[config.mk]
export PLATFORM = sky130hd
export DESIGN_NAME = cit_core_timing
export DESIGN_NICKNAME = d
export VERILOG_FILES = /design/src/rtl/cit_pkg.sv /design/src/rtl/cit_mc_count.sv /design/src/rtl/cit_timer_tick.sv /design/src/rtl/cit_core_timing.sv
export SDC_FILE = /design/constraint.sdc
export NUM_CORES = 1
export LEC_CHECK = 0
export BUFFER_PORTS_ARGS = -buffer_cell sky130_fd_sc_hd__clkbuf_2
export CAP_MARGIN = 40
export CORE_MARGIN = 1.5
export CORE_UTILIZATION = 51
export DETAILED_ROUTE_END_ITERATION = 7
export GPL_TIMING_DRIVEN = 0
export HOLD_SLACK_MARGIN = 0.03
export PLACE_DENSITY = 0.74
export SYNTH_ARGS = -nofsm -noshare
export SYNTH_HDL_FRONTEND = slang
export SYNTH_HIERARCHICAL = 1
export SYNTH_SLANG_ARGS = --single-unit
[constraint.sdc]
create_clock -name clock -period 2.1 [get_ports clock]
set_clock_uncertainty 0.2 [all_clocks]
set_input_delay 0.42 -clock clock [delete_from_list [all_inputs] [get_ports clock]]
set_output_delay 0.42 -clock clock [all_outputs]
set_load 0.01 [all_outputs]
[src/rtl/cit_pkg.sv]
package cit_pkg;
    // Oscillator clocks per machine cycle and per legacy timer tick
    localparam int CLK_PER_MC = 4;
    localparam int CLK_PER_TICK_LEGACY = 12;
    localparam int CLK_PER_TICK_FAST = 4;
    localparam logic [1:0] PHASE_LAST = 2'h3;
    localparam logic [1:0] PHASE_ALE = 2'h0;
    // Timer prescale: legacy counts 0..2 machine cycles
    localparam logic [1:0] TICK_DIV_LAST = 2'h2;
    // Machine cycle counts per instruction class
    localparam logic [3:0] MC_ONE = 4'h1;
    localparam logic [3:0] MC_TWO = 4'h2;
    localparam logic [3:0] MC_THREE = 4'h3;
    localparam logic [3:0] MC_FOUR = 4'h4;
    localparam logic [3:0] MC_FIVE = 4'h5;
    // External move: 8..36 clocks, i.e. 2..9 machine cycles
    localparam logic [3:0] MC_XMOVE_MIN = 4'h2;
    localparam logic [3:0] MC_XMOVE_MAX = 4'h9;
    localparam logic [2:0] STRETCH_MAX = 3'h7;
    // Sequencer states, Gray along fetch -> execute
    typedef enum logic [1:0] {
        CIT_IDLE = 2'b00,
        CIT_FETCH = 2'b01,
        CIT_EXEC = 2'b11
    } cit_state_t;
endpackage

[src/rtl/cit_mc_count.sv]
`timescale 1ns/1ps
// Opcode to machine-cycle count lookup, registered output
module cit_mc_count
    import cit_pkg::*;
(
    input wire logic clock,
    input wire logic rst,
    input wire logic [7:0] opcode,
    input wire logic [2:0] stretch,
    input wire logic xmove_internal,
    output logic [3:0] mc_count
);
    // Class decode of the standard opcode map
    function automatic logic [3:0] opcode_cycles(input logic [7:0] op);
        logic [3:0] lo;
        logic [3:0] hi;
        lo = op[3:0];
        hi = op[7:4];
        opcode_cycles = MC_ONE;
        if (op == 8'ha4 || op == 8'h84) begin
            opcode_cycles = MC_FIVE;
        end else if (op == 8'h12 || op == 8'h02 || op == 8'h22 || op == 8'h32) begin
            opcode_cycles = MC_FOUR;
        end else if (hi >= 4'hb && lo >= 4'h4 && hi == 4'hb) begin
            opcode_cycles = (lo == 4'h4 || lo == 4'h5 || lo >= 4'h6) ? MC_FOUR : MC_ONE;
        end else if (op == 8'h10 || op == 8'h20 || op == 8'h30 || op == 8'hd5) begin
            opcode_cycles = MC_FOUR;
        end else if (lo == 4'h1) begin
            opcode_cycles = MC_THREE;
        end else if (op == 8'h80 || op == 8'h73 || op == 8'h60 || op == 8'h70 ||
                     op == 8'h40 || op == 8'h50 || (hi == 4'hd && lo >= 4'h8)) begin
            opcode_cycles = MC_THREE;
        end else if (op == 8'h90 || op == 8'ha3 || op == 8'h93 || op == 8'h83 ||
                     op == 8'h85 || op == 8'h43 || op == 8'h53 || op == 8'h63 ||
                     op == 8'h75) begin
            opcode_cycles = MC_THREE;
        end else if (op == 8'he0 || op == 8'he2 || op == 8'he3 || op == 8'hf0 ||
                     op == 8'hf2 || op == 8'hf3) begin
            opcode_cycles = MC_TWO;
        end else if (lo == 4'h5 || lo == 4'h2 || (lo == 4'h4 && hi <= 4'h9 && hi != 4'h8 && hi != 4'ha) ||
                     (hi == 4'h7 && lo >= 4'h6) || (hi == 4'h8 && lo >= 4'h6) ||
                     (hi == 4'ha && lo >= 4'h6) || op == 8'hc0 || op == 8'hd0 ||
                     op == 8'hb0 || op == 8'ha0 || op == 8'h82 || op == 8'h92) begin
            opcode_cycles = MC_TWO;
        end
    endfunction

    wire logic [7:0] op_w = opcode;
    wire logic is_xmove = (op_w == 8'he0 || op_w == 8'he2 || op_w == 8'he3 ||
                           op_w == 8'hf0 || op_w == 8'hf2 || op_w == 8'hf3);
    // On-chip moves never stretch; off-chip adds stretch cycles
    wire logic [3:0] xmove_cycles = xmove_internal ? MC_XMOVE_MIN : (MC_XMOVE_MIN + {1'b0, stretch});
    wire logic [3:0] cycles_next = is_xmove ? xmove_cycles : opcode_cycles(op_w);

    // Result registered so the sequencer sees a stable count
    always_ff @(posedge clock or posedge rst) begin
        if (rst) begin
            mc_count <= MC_ONE;
        end else begin
            mc_count <= cycles_next;
        end
    end
endmodule

[src/rtl/cit_timer_tick.sv]
`timescale 1ns/1ps
// Timer prescaler: one tick per 12 or per 4 oscillator clocks
module cit_timer_tick
    import cit_pkg::*;
(
    input wire logic clock,
    input wire logic rst,
    input wire logic mc_end,
    input wire logic fast_mode,
    output logic timer_tick
);
    logic [1:0] div_reg; // Machine cycles inside a legacy tick
    wire logic div_wrap = (div_reg == TICK_DIV_LAST);
    wire logic tick_next = mc_end && (fast_mode || div_wrap);

    // Prescale counter runs on machine-cycle boundaries
    always_ff @(posedge clock or posedge rst) begin
        if (rst) begin
            div_reg <= 2'h0;
            timer_tick <= 1'b0;
        end else begin
            timer_tick <= tick_next;
            if (mc_end) begin
                div_reg <= (div_wrap || fast_mode) ? 2'h0 : div_reg + 2'h1;
            end
        end
    end
endmodule

[src/rtl/cit_core_timing.sv]
`timescale 1ns/1ps
module cit_core_timing
    import cit_pkg::*;
(
    input wire logic clock,
    input wire logic rst,
    input wire logic [7:0] opcode,
    input wire logic opcode_valid,
    input wire logic [2:0] stretch,
    input wire logic xmove_internal,
    input wire logic timer_fast,
    output logic ale,
    output logic fetch_req,
    output logic insn_done,
    output logic [3:0] insn_cycles,
    output logic timer_tick,
    output logic busy
);
    cit_state_t state_reg;
    cit_state_t state_next;
    logic [1:0] phase_reg; // Oscillator clock inside machine cycle
    logic [3:0] mc_left_reg; // Machine cycles still to run
    logic [3:0] mc_left_next;
    logic [3:0] mc_count; // Decoded cycle count, one clock late
    logic fast_reg; // Timer rate selection held by software

    // Static design: state only moves on clock edges, so any slower clock works
    wire logic mc_end = (phase_reg == PHASE_LAST);
    wire logic ale_next = (phase_reg == PHASE_LAST); // One pulse, leads phase zero
    wire logic last_mc = (mc_left_reg == 4'h1);

    cit_mc_count u_count (
        .clock(clock),
        .rst(rst),
        .opcode(opcode),
        .stretch(stretch),
        .xmove_internal(xmove_internal),
        .mc_count(mc_count)
    );

    logic tick_raw;
    cit_timer_tick u_tick (
        .clock(clock),
        .rst(rst),
        .mc_end(mc_end),
        .fast_mode(fast_reg),
        .timer_tick(tick_raw)
    );

    // Sequencer: fetch phase decodes, execute counts machine cycles
    always_comb begin
        state_next = state_reg;
        mc_left_next = mc_left_reg;
        case (state_reg)
            CIT_IDLE: begin
                if (mc_end && opcode_valid) begin
                    state_next = CIT_FETCH;
                end
            end
            CIT_FETCH: begin
                // Count from table; fetch of this opcode was its first cycle
                state_next = CIT_EXEC;
                mc_left_next = mc_count;
            end
            CIT_EXEC: begin
                if (mc_end) begin
                    if (last_mc) begin
                        state_next = CIT_IDLE; // Next fetch released only now
                        mc_left_next = 4'h0;
                    end else begin
                        mc_left_next = mc_left_reg - 4'h1;
                    end
                end
            end
            default: begin
                state_next = CIT_IDLE;
                mc_left_next = 4'h0;
            end
        endcase
    end

    // Fetch is latched at end of a cycle; decode fills in before phase one ends
    always_ff @(posedge clock or posedge rst) begin
        if (rst) begin
            state_reg <= CIT_IDLE;
            mc_left_reg <= 4'h0;
            phase_reg <= PHASE_ALE;
        end else begin
            state_reg <= state_next;
            mc_left_reg <= mc_left_next;
            phase_reg <= phase_reg + 2'h1;
        end
    end

    // Timer rate defaults to legacy twelve clocks
    always_ff @(posedge clock or posedge rst) begin
        if (rst) begin
            fast_reg <= 1'b0;
        end else begin
            fast_reg <= timer_fast;
        end
    end

    // Registered outputs
    always_ff @(posedge clock or posedge rst) begin
        if (rst) begin
            ale <= 1'b0;
            fetch_req <= 1'b0;
            insn_done <= 1'b0;
            insn_cycles <= 4'h0;
            timer_tick <= 1'b0;
            busy <= 1'b0;
        end else begin
            ale <= ale_next;
            fetch_req <= (state_reg == CIT_IDLE) && mc_end && opcode_valid;
            insn_done <= (state_reg == CIT_EXEC) && mc_end && last_mc;
            if (state_reg == CIT_FETCH) begin
                insn_cycles <= mc_count;
            end
            timer_tick <= tick_raw;
            busy <= (state_next != CIT_IDLE);
        end
    end

    // Only timing is produced here; datapath results are untouched

    // Assertion helpers
    logic [7:0] ale_gap; // Clocks since last address latch pulse
    always_ff @(posedge clock or posedge rst) begin
        if (rst) begin
            ale_gap <= 8'h0;
        end else begin
            ale_gap <= ale ? 8'h1 : ale_gap + 8'h1;
        end
    end

    // Clocks spent in execute for the running instruction
    // Cleared while decoding, so each instruction is timed on its own
    logic [7:0] exec_clk;
    always_ff @(posedge clock or posedge rst) begin
        if (rst) begin
            exec_clk <= 8'h0;
        end else if (state_reg == CIT_FETCH) begin
            exec_clk <= 8'h0;
        end else if (state_reg == CIT_EXEC) begin
            exec_clk <= exec_clk + 8'h1;
        end
    end
endmodule

## Word level (Yosys, flattened, before mapping)

Index checks and enable logic that the tools add are counted.

- Word-level logic and storage cells: 154
- Bits in registers: 25
- Output and inout port bits: 9
- Input bits: 16

- Muxes and demuxes: 19
- Reduce and logical (&&, ||, !) cells: 58
- Magnitude comparators: 5
- Equality and inequality tests: 54
- $add $sub $neg: 4
- Bitwise operators: 1

Operators by type and width:

| kind | count |
|---|---|
| $eq 8x8->1 const B | 21 |
| $eq 8x7->1 const B | 9 |
| $mux 4 | 11 |
| $logic_or 1x1->1 | 40 |
| $eq 8x6->1 const B | 4 |
| $eq 4x4->1 const B | 4 |
| $eq 8x5->1 const B | 2 |
| $logic_and 1x1->1 | 15 |
| $eq 4x3->1 const B | 3 |
| $pmux 4 s3 | 1 |
| $mux 2 | 5 |
| $eq 4x1->1 const B | 2 |
| $eq 8x2->1 const B | 1 |
| $ge 4x3->1 const B | 2 |
| $ge 4x4->1 const B | 2 |
| $ne 4x4->1 const B | 2 |
| $eq 2x2->1 const B | 3 |
| $pmux 2 s3 | 1 |
| $add 2x1->2 const B | 2 |
| $add 2x3->4 const A | 1 |
| $eq 4x2->1 const B | 1 |
| $le 4x4->1 const B | 1 |
| $sub 4x1->4 const B | 1 |
| $mux 3 | 1 |
| 6 further kinds | 6 |

## Depth between registers and ports, before layout

- Word-level depth: 23
- Depth in mapped cells: 6
- Mapped depth without buffers: 5

## By module

Netlist, hierarchy kept.

Modules (own cells, without submodules):

| module | seq. area each (um2) | cells each | area an instance (um2) | times used |
|---|---|---|---|---|
| cit_core_timing | 450.4 | 72 | 777.0 | 1 |
| cit_mc_count | 101.3 | 65 | 510.5 | 1 |
| cit_timer_tick | 75.1 | 11 | 133.9 | 1 |

## Worst setup path after synthesis

OpenSTA, ideal clock, no wires.

- Path type: input to register
- Start: input opcode[1]
- End: register u_count.mc_count[1]
- Library setup time: 0.082 ns
- Arrival time: 1.605 ns
- Slack: 0.213 ns
- Buffers on the path: 1
- Stages: 6
- Cell sequence: buf_4 > and2b_1 > or4_4 > a21oi_2 > nor2b_1 > a31oi_1

- Cells in the longest elaborated chain, start to end: 23

Ends and longest elaborated chain:

| what | RTL line | text |
|---|---|---|
| start: declaration | cit_core_timing.sv:7 | `input wire logic [7:0] opcode,` |
| $eq 4x3->1 | cit_mc_count.sv:40 | `end else if (lo == 4'h5 \|\| lo == 4'h2 \|\| (lo == 4'h4 && hi <= 4'h9 && hi != 4'h8 && hi != 4'ha) \|\|` |
| $logic_and 1x1->1 (3 in a row) | cit_mc_count.sv:40 |  |
| $logic_or 1x1->1 (2 in a row) | cit_mc_count.sv:40 |  |
| $logic_or 1x1->1 (2 in a row) | cit_mc_count.sv:41 | `(hi == 4'h7 && lo >= 4'h6) \|\| (hi == 4'h8 && lo >= 4'h6) \|\|` |
| $logic_or 1x1->1 (3 in a row) | cit_mc_count.sv:42 | `(hi == 4'ha && lo >= 4'h6) \|\| op == 8'hc0 \|\| op == 8'hd0 \|\|` |
| $logic_or 1x1->1 (3 in a row) | cit_mc_count.sv:43 | `op == 8'hb0 \|\| op == 8'ha0 \|\| op == 8'h82 \|\| op == 8'h92) begin` |
| $mux 2 | cit_mc_count.sv:40 |  |
| $mux 4 | cit_mc_count.sv:33 | `end else if (op == 8'h90 \|\| op == 8'ha3 \|\| op == 8'h93 \|\| op == 8'h83 \|\|` |
| $mux 4 | cit_mc_count.sv:30 | `end else if (op == 8'h80 \|\| op == 8'h73 \|\| op == 8'h60 \|\| op == 8'h70 \|\|` |
| $mux 4 | cit_mc_count.sv:28 | `end else if (lo == 4'h1) begin` |
| $mux 4 | cit_mc_count.sv:26 | `end else if (op == 8'h10 \|\| op == 8'h20 \|\| op == 8'h30 \|\| op == 8'hd5) begin` |
| $mux 4 | cit_mc_count.sv:24 | `end else if (hi >= 4'hb && lo >= 4'h4 && hi == 4'hb) begin` |
| $mux 4 | cit_mc_count.sv:22 | `end else if (op == 8'h12 \|\| op == 8'h02 \|\| op == 8'h22 \|\| op == 8'h32) begin` |
| $mux 4 | cit_mc_count.sv:20 | `if (op == 8'ha4 \|\| op == 8'h84) begin` |
| $mux 4 * | cit_mc_count.sv:53 | `wire logic [3:0] cycles_next = is_xmove ? xmove_cycles : opcode_cycles(op_w);` |
| net u_count.cycles_next[1] | cit_mc_count.sv:53 |  |
| end signal: assignment | cit_mc_count.sv:60 | `mc_count <= cycles_next;` |
| end: declaration | cit_mc_count.sv:11 | `output logic [3:0] mc_count` |

The timed path passes the listed nets; every way through them passes the cells marked *.
A chain may end at the register's enable or synchronous reset.

## Worst setup path in the final report

- Start: register phase_reg[0]
- End: register mc_left_reg[1]

- Cells in the longest elaborated chain, start to end: 3

Ends and longest elaborated chain:

| what | RTL line | text |
|---|---|---|
| start: declaration | cit_core_timing.sv:21 | `logic [1:0] phase_reg;` |
| start signal: assignment | cit_core_timing.sv:91 | `phase_reg <= phase_reg + 2'h1;` |
| $eq 2x2->1 | - |  |
| net ale_next | cit_core_timing.sv:29 | `wire logic ale_next = (phase_reg == PHASE_LAST);` |
| $ne 2x2->1 (no source line) | - |  |
| $reduce_and 2->1 (no source line) | - |  |
| end signal: assignment | cit_core_timing.sv:90 | `mc_left_reg <= mc_left_next;` |
| end: declaration | cit_core_timing.sv:22 | `logic [3:0] mc_left_reg;` |

The timed path passes the listed nets, and every way through them passes these cells.

==> results.py <==
metrics = {
    "die": {
        "ios": 25,
        "die_w_um": 55.8,
        "design.core.area_um2": 2570,
        "die_y_um": 55.8,
        "start_util": 0.554,
        "std_cell_rows": 18,
        "dieArea_um2": 3110,
    },
    "placement": {
        "dp_slack_ns": 0.00405,
        "gp_congestion": 0.838,
        "dpl.hpwl_mm": 2.19,
        "dpl-instance-area_um2": 1560,
        "dp.cells": 198,
        "io_buffers": 20,
    },
    "global_route": {
        "gr-usage-met3": 0.0349,
        "grt_start_max_net_pins": 19,
        "grt_use_met2": 0.318,
        "grt_pass1_wl_mm": 4.80,
        "grt.busiest_layer": "met2",
        "grt_usage": 0.190,
        "antenna_found_initial": 0,
        "gr-total-overflow": 0,
        "grt_pass1_vias": 1102,
        "grtUsageMet1": 0.259,
    },
    "layout": {
        "antenna_cells": 0,
        "final_common_cell": "dfrtp_1",
        "mostFrequentLayoutCells": "dfrtp_1, clkbuf_2, inv_1",
        "drive_gt1_frac": 0.207,
        "stdcell_count": 204,
        "syn2layout_area_growth_pct": 13.2,
        "fin_area_um2": 1610,
        "final_nets": 196,
    },
    "pwr": {
        "totalPowerFinal_mw": 1.41,
        "vdd.ir_drop.worst_mv": 0.582,
        "power.density_cell_area_nw_per_um2": 879,
        "p_leak_nw": 0.782,
    },
    "min_path": {
        "min_to": "u_count/mc_count[3]$_DFF_PP0_",
        "hp-start": "xmove_internal",
        "hp-class": "input pin to flip-flop",
        "holdPathStages": 2,
    },
    "sta": {
        "fin_crit_sh": 0.867,
        "slew_headroom": 0.552,
        "tightest_slew_ns": 0.671,
        "fmax_ghz": 0.549,
        "setup_ws_ns": 0.279,
        "slew_viol_final": 0,
        "rsz0062_at_grt": "no",
        "period_needed_ns": 1.82,
        "hold_violations": 0,
        "fin_tns_setup_ns": 0,
        "setup_violations": 0,
    },
    "worst_setup_path": {
        "worstSetupPathType": "flip-flop to flip-flop",
        "cp-end-kind": "flip-flop",
        "crit_fanout": 10,
        "cp-start-kind": "flip-flop",
        "rr_endpoint": "mc_left_reg[1]$_DFFE_PP0P_",
        "r2r_slack_ns": 0.28,
        "reg2reg_depth": 4,
        "r2r-start": "phase_reg[0]$_DFF_PP0_",
        "cp.required_ns": 2.10,
        "slowest_stage": "dfrtp_1",
        "crit_chain": "ha_1 > and3b_1 > or2_1 > a22o_1",
        "max_stage_delay_ns": 0.38,
        "crit_arrival_ns": 1.82,
    },
    "clock_network": {
        "post-cts-setup-buffers": 0,
        "cts_made_buffers": 3,
        "clk_pin_slew_ns": 0.15,
        "clk_path_buf_depth": 2,
        "htree_levels": 1,
        "clk_latency_ns": 0.31,
        "root_buffer": "clkbuf_4",
        "cts_sinks": 25,
        "cts_tree": "done",
    },
    "drt": {
        "antenna_left": 0,
        "drt-initial-drc-count": 78,
        "vias": 1182,
        "avgRoutedWirePerCell_um": 13.8,
        "via_per_inst": 5.79,
        "firstDrtPassIters": 4,
        "routed_wl_mm": 2.82,
        "drc": 0,
    },
    "yosys": {
        "synthDistinctLibCells": 49,
        "synthesis.area_um2": 1420,
        "netlist_instances": 148,
        "synth_nets": 169,
        "synth.area.mux_share": 0.00792,
        "yosys.area_share.adder": 0.0440,
        "synth_xor_area_frac": 0,
        "synth.avg_cell_area_um2": 9.60,
        "synth_edf_count": 0,
        "synth_top_family_by_area": "simple AND/OR/NAND/NOR gates",
        "synth_ff_type": "dfrtp_1",
        "yosys.area_share.simple": 0.243,
        "yosysWarningCount": 6,
        "yosysSeqAreaShare": 0.441,
        "ys_ff_latch": 25,
        "synth_compound_gate_area_share": 0.205,
        "ys_async_sr_fraction": 1.00,
    },
    "flow_run": {
        "max_cap_viol_count": 0,
    },
    "status": {
        "status": "finished clean",
    },
}
[logic make-up (layout without fill, tap and decap cells)]
family	after synthesis	in the layout
AND/OR/NAND/NOR	57	57
multiplexers	1	1
flip-flops	25	25
adder cells (fa/ha/maj)	5	5
AO/OA/AOI/OAI	40	40
buffers and inverters	20	46
[layer usage]
layer	routed length [um]	share of wire	up-vias
met4	22	0.0078	0
met3	95	0.034	4
li1	-	-	587
met5	0	0	-
met1	1270	0.45	564
met2	1430	0.51	27
[cell type report]
cell class | count | area [um2]
multi-input cells | 103 | 711
repair buffers | 22 | 120
plain buffers | 6 | 31.3
inverters | 14 | 52.6
fillers | 239 | 958
clock inverters | 1 | 7.51
clock buffers | 3 | 22.5
flip-flops and latches | 25 | 627
well taps | 30 | 37.5
[how the worst max path moves through the flow]
stage / start / end / slack [ns] / cells past startpoint
detailed placement: opcode[6] / u_count/mc_count[0]$_DFF_PP1_ / 0.004 / 6
finish: phase_reg[0]$_DFF_PP0_ / mc_left_reg[1]$_DFFE_PP0P_ / 0.28 / 4
global route: phase_reg[0]$_DFF_PP0_ / mc_left_reg[1]$_DFFE_PP0P_ / 0.20 / 4
floorplan: opcode[1] / u_count/mc_count[1]$_DFF_PP0_ / 0.21 / 6
CTS: phase_reg[0]$_DFF_PP0_ / mc_left_reg[1]$_DFFE_PP0P_ / 0.29 / 4
global placement: opcode[6] / u_count/mc_count[0]$_DFF_PP1_ / 0.02 / 6
[critical path: cells and delay by family, from the launching register on]
family	cells	cell delay [ns]
compound gates	1	0.25
fa+ha+maj	1	0.37
flops	1	0.38
simple gates	2	0.51
[power by group]
part / switching (mW) / leakage, nW / internal, mW
combinational: 0.308 / 0.449 / 0.236
sequential: 0.0696 / 0.320 / 0.585
clock: 0.142 / 0.0139 / 0.0724
[metrics by stage]
step / util / hold WS (ns)
detailed placement: 0.607 / 0.121
finish: 0.627 / 0.0694
global placement: 0.607 / 0.119
CTS: 0.627 / 0.0610
global route: 0.627 / 0.0415
floorplan: - / -0.0264
[Yosys cell counts (2+ instances only)]
| cell | n | area (um2) |
|---|---|---|
| o31ai_1 | 3 | 22.5 |
| nand2b_1 | 3 | 18.8 |
| o22ai_1 | 2 | 12.5 |
| nor2_1 | 8 | 30.0 |
| o311a_1 | 2 | 20.0 |
| dfrtp_1 | 24 | 601 |
| ha_1 | 5 | 62.6 |
| a32oi_1 | 3 | 26.3 |
| nand2_1 | 12 | 45.0 |
| nor3_1 | 5 | 25.0 |
| nor2b_1 | 6 | 37.5 |
| a22o_1 | 2 | 17.5 |
| a31oi_1 | 2 | 12.5 |
| a21oi_1 | 7 | 35.0 |
| nor4bb_1 | 2 | 20.0 |
| inv_1 | 14 | 52.6 |
| buf_2 | 4 | 20.0 |
| o21ai_0 | 7 | 35.0 |
| nand3b_1 | 2 | 15.0 |
| nor3b_1 | 3 | 22.5 |
| o21a_1 | 2 | 15.0 |
| and3b_1 | 3 | 26.3 |
[what timing repair did]
action	in CTS	in global routing
hold endpoints to repair	8	0
endpoints found under the setup margin	0	0
resized for setup	0	0
hold buffers	2	0
Power figures use the tool's default switching activity.
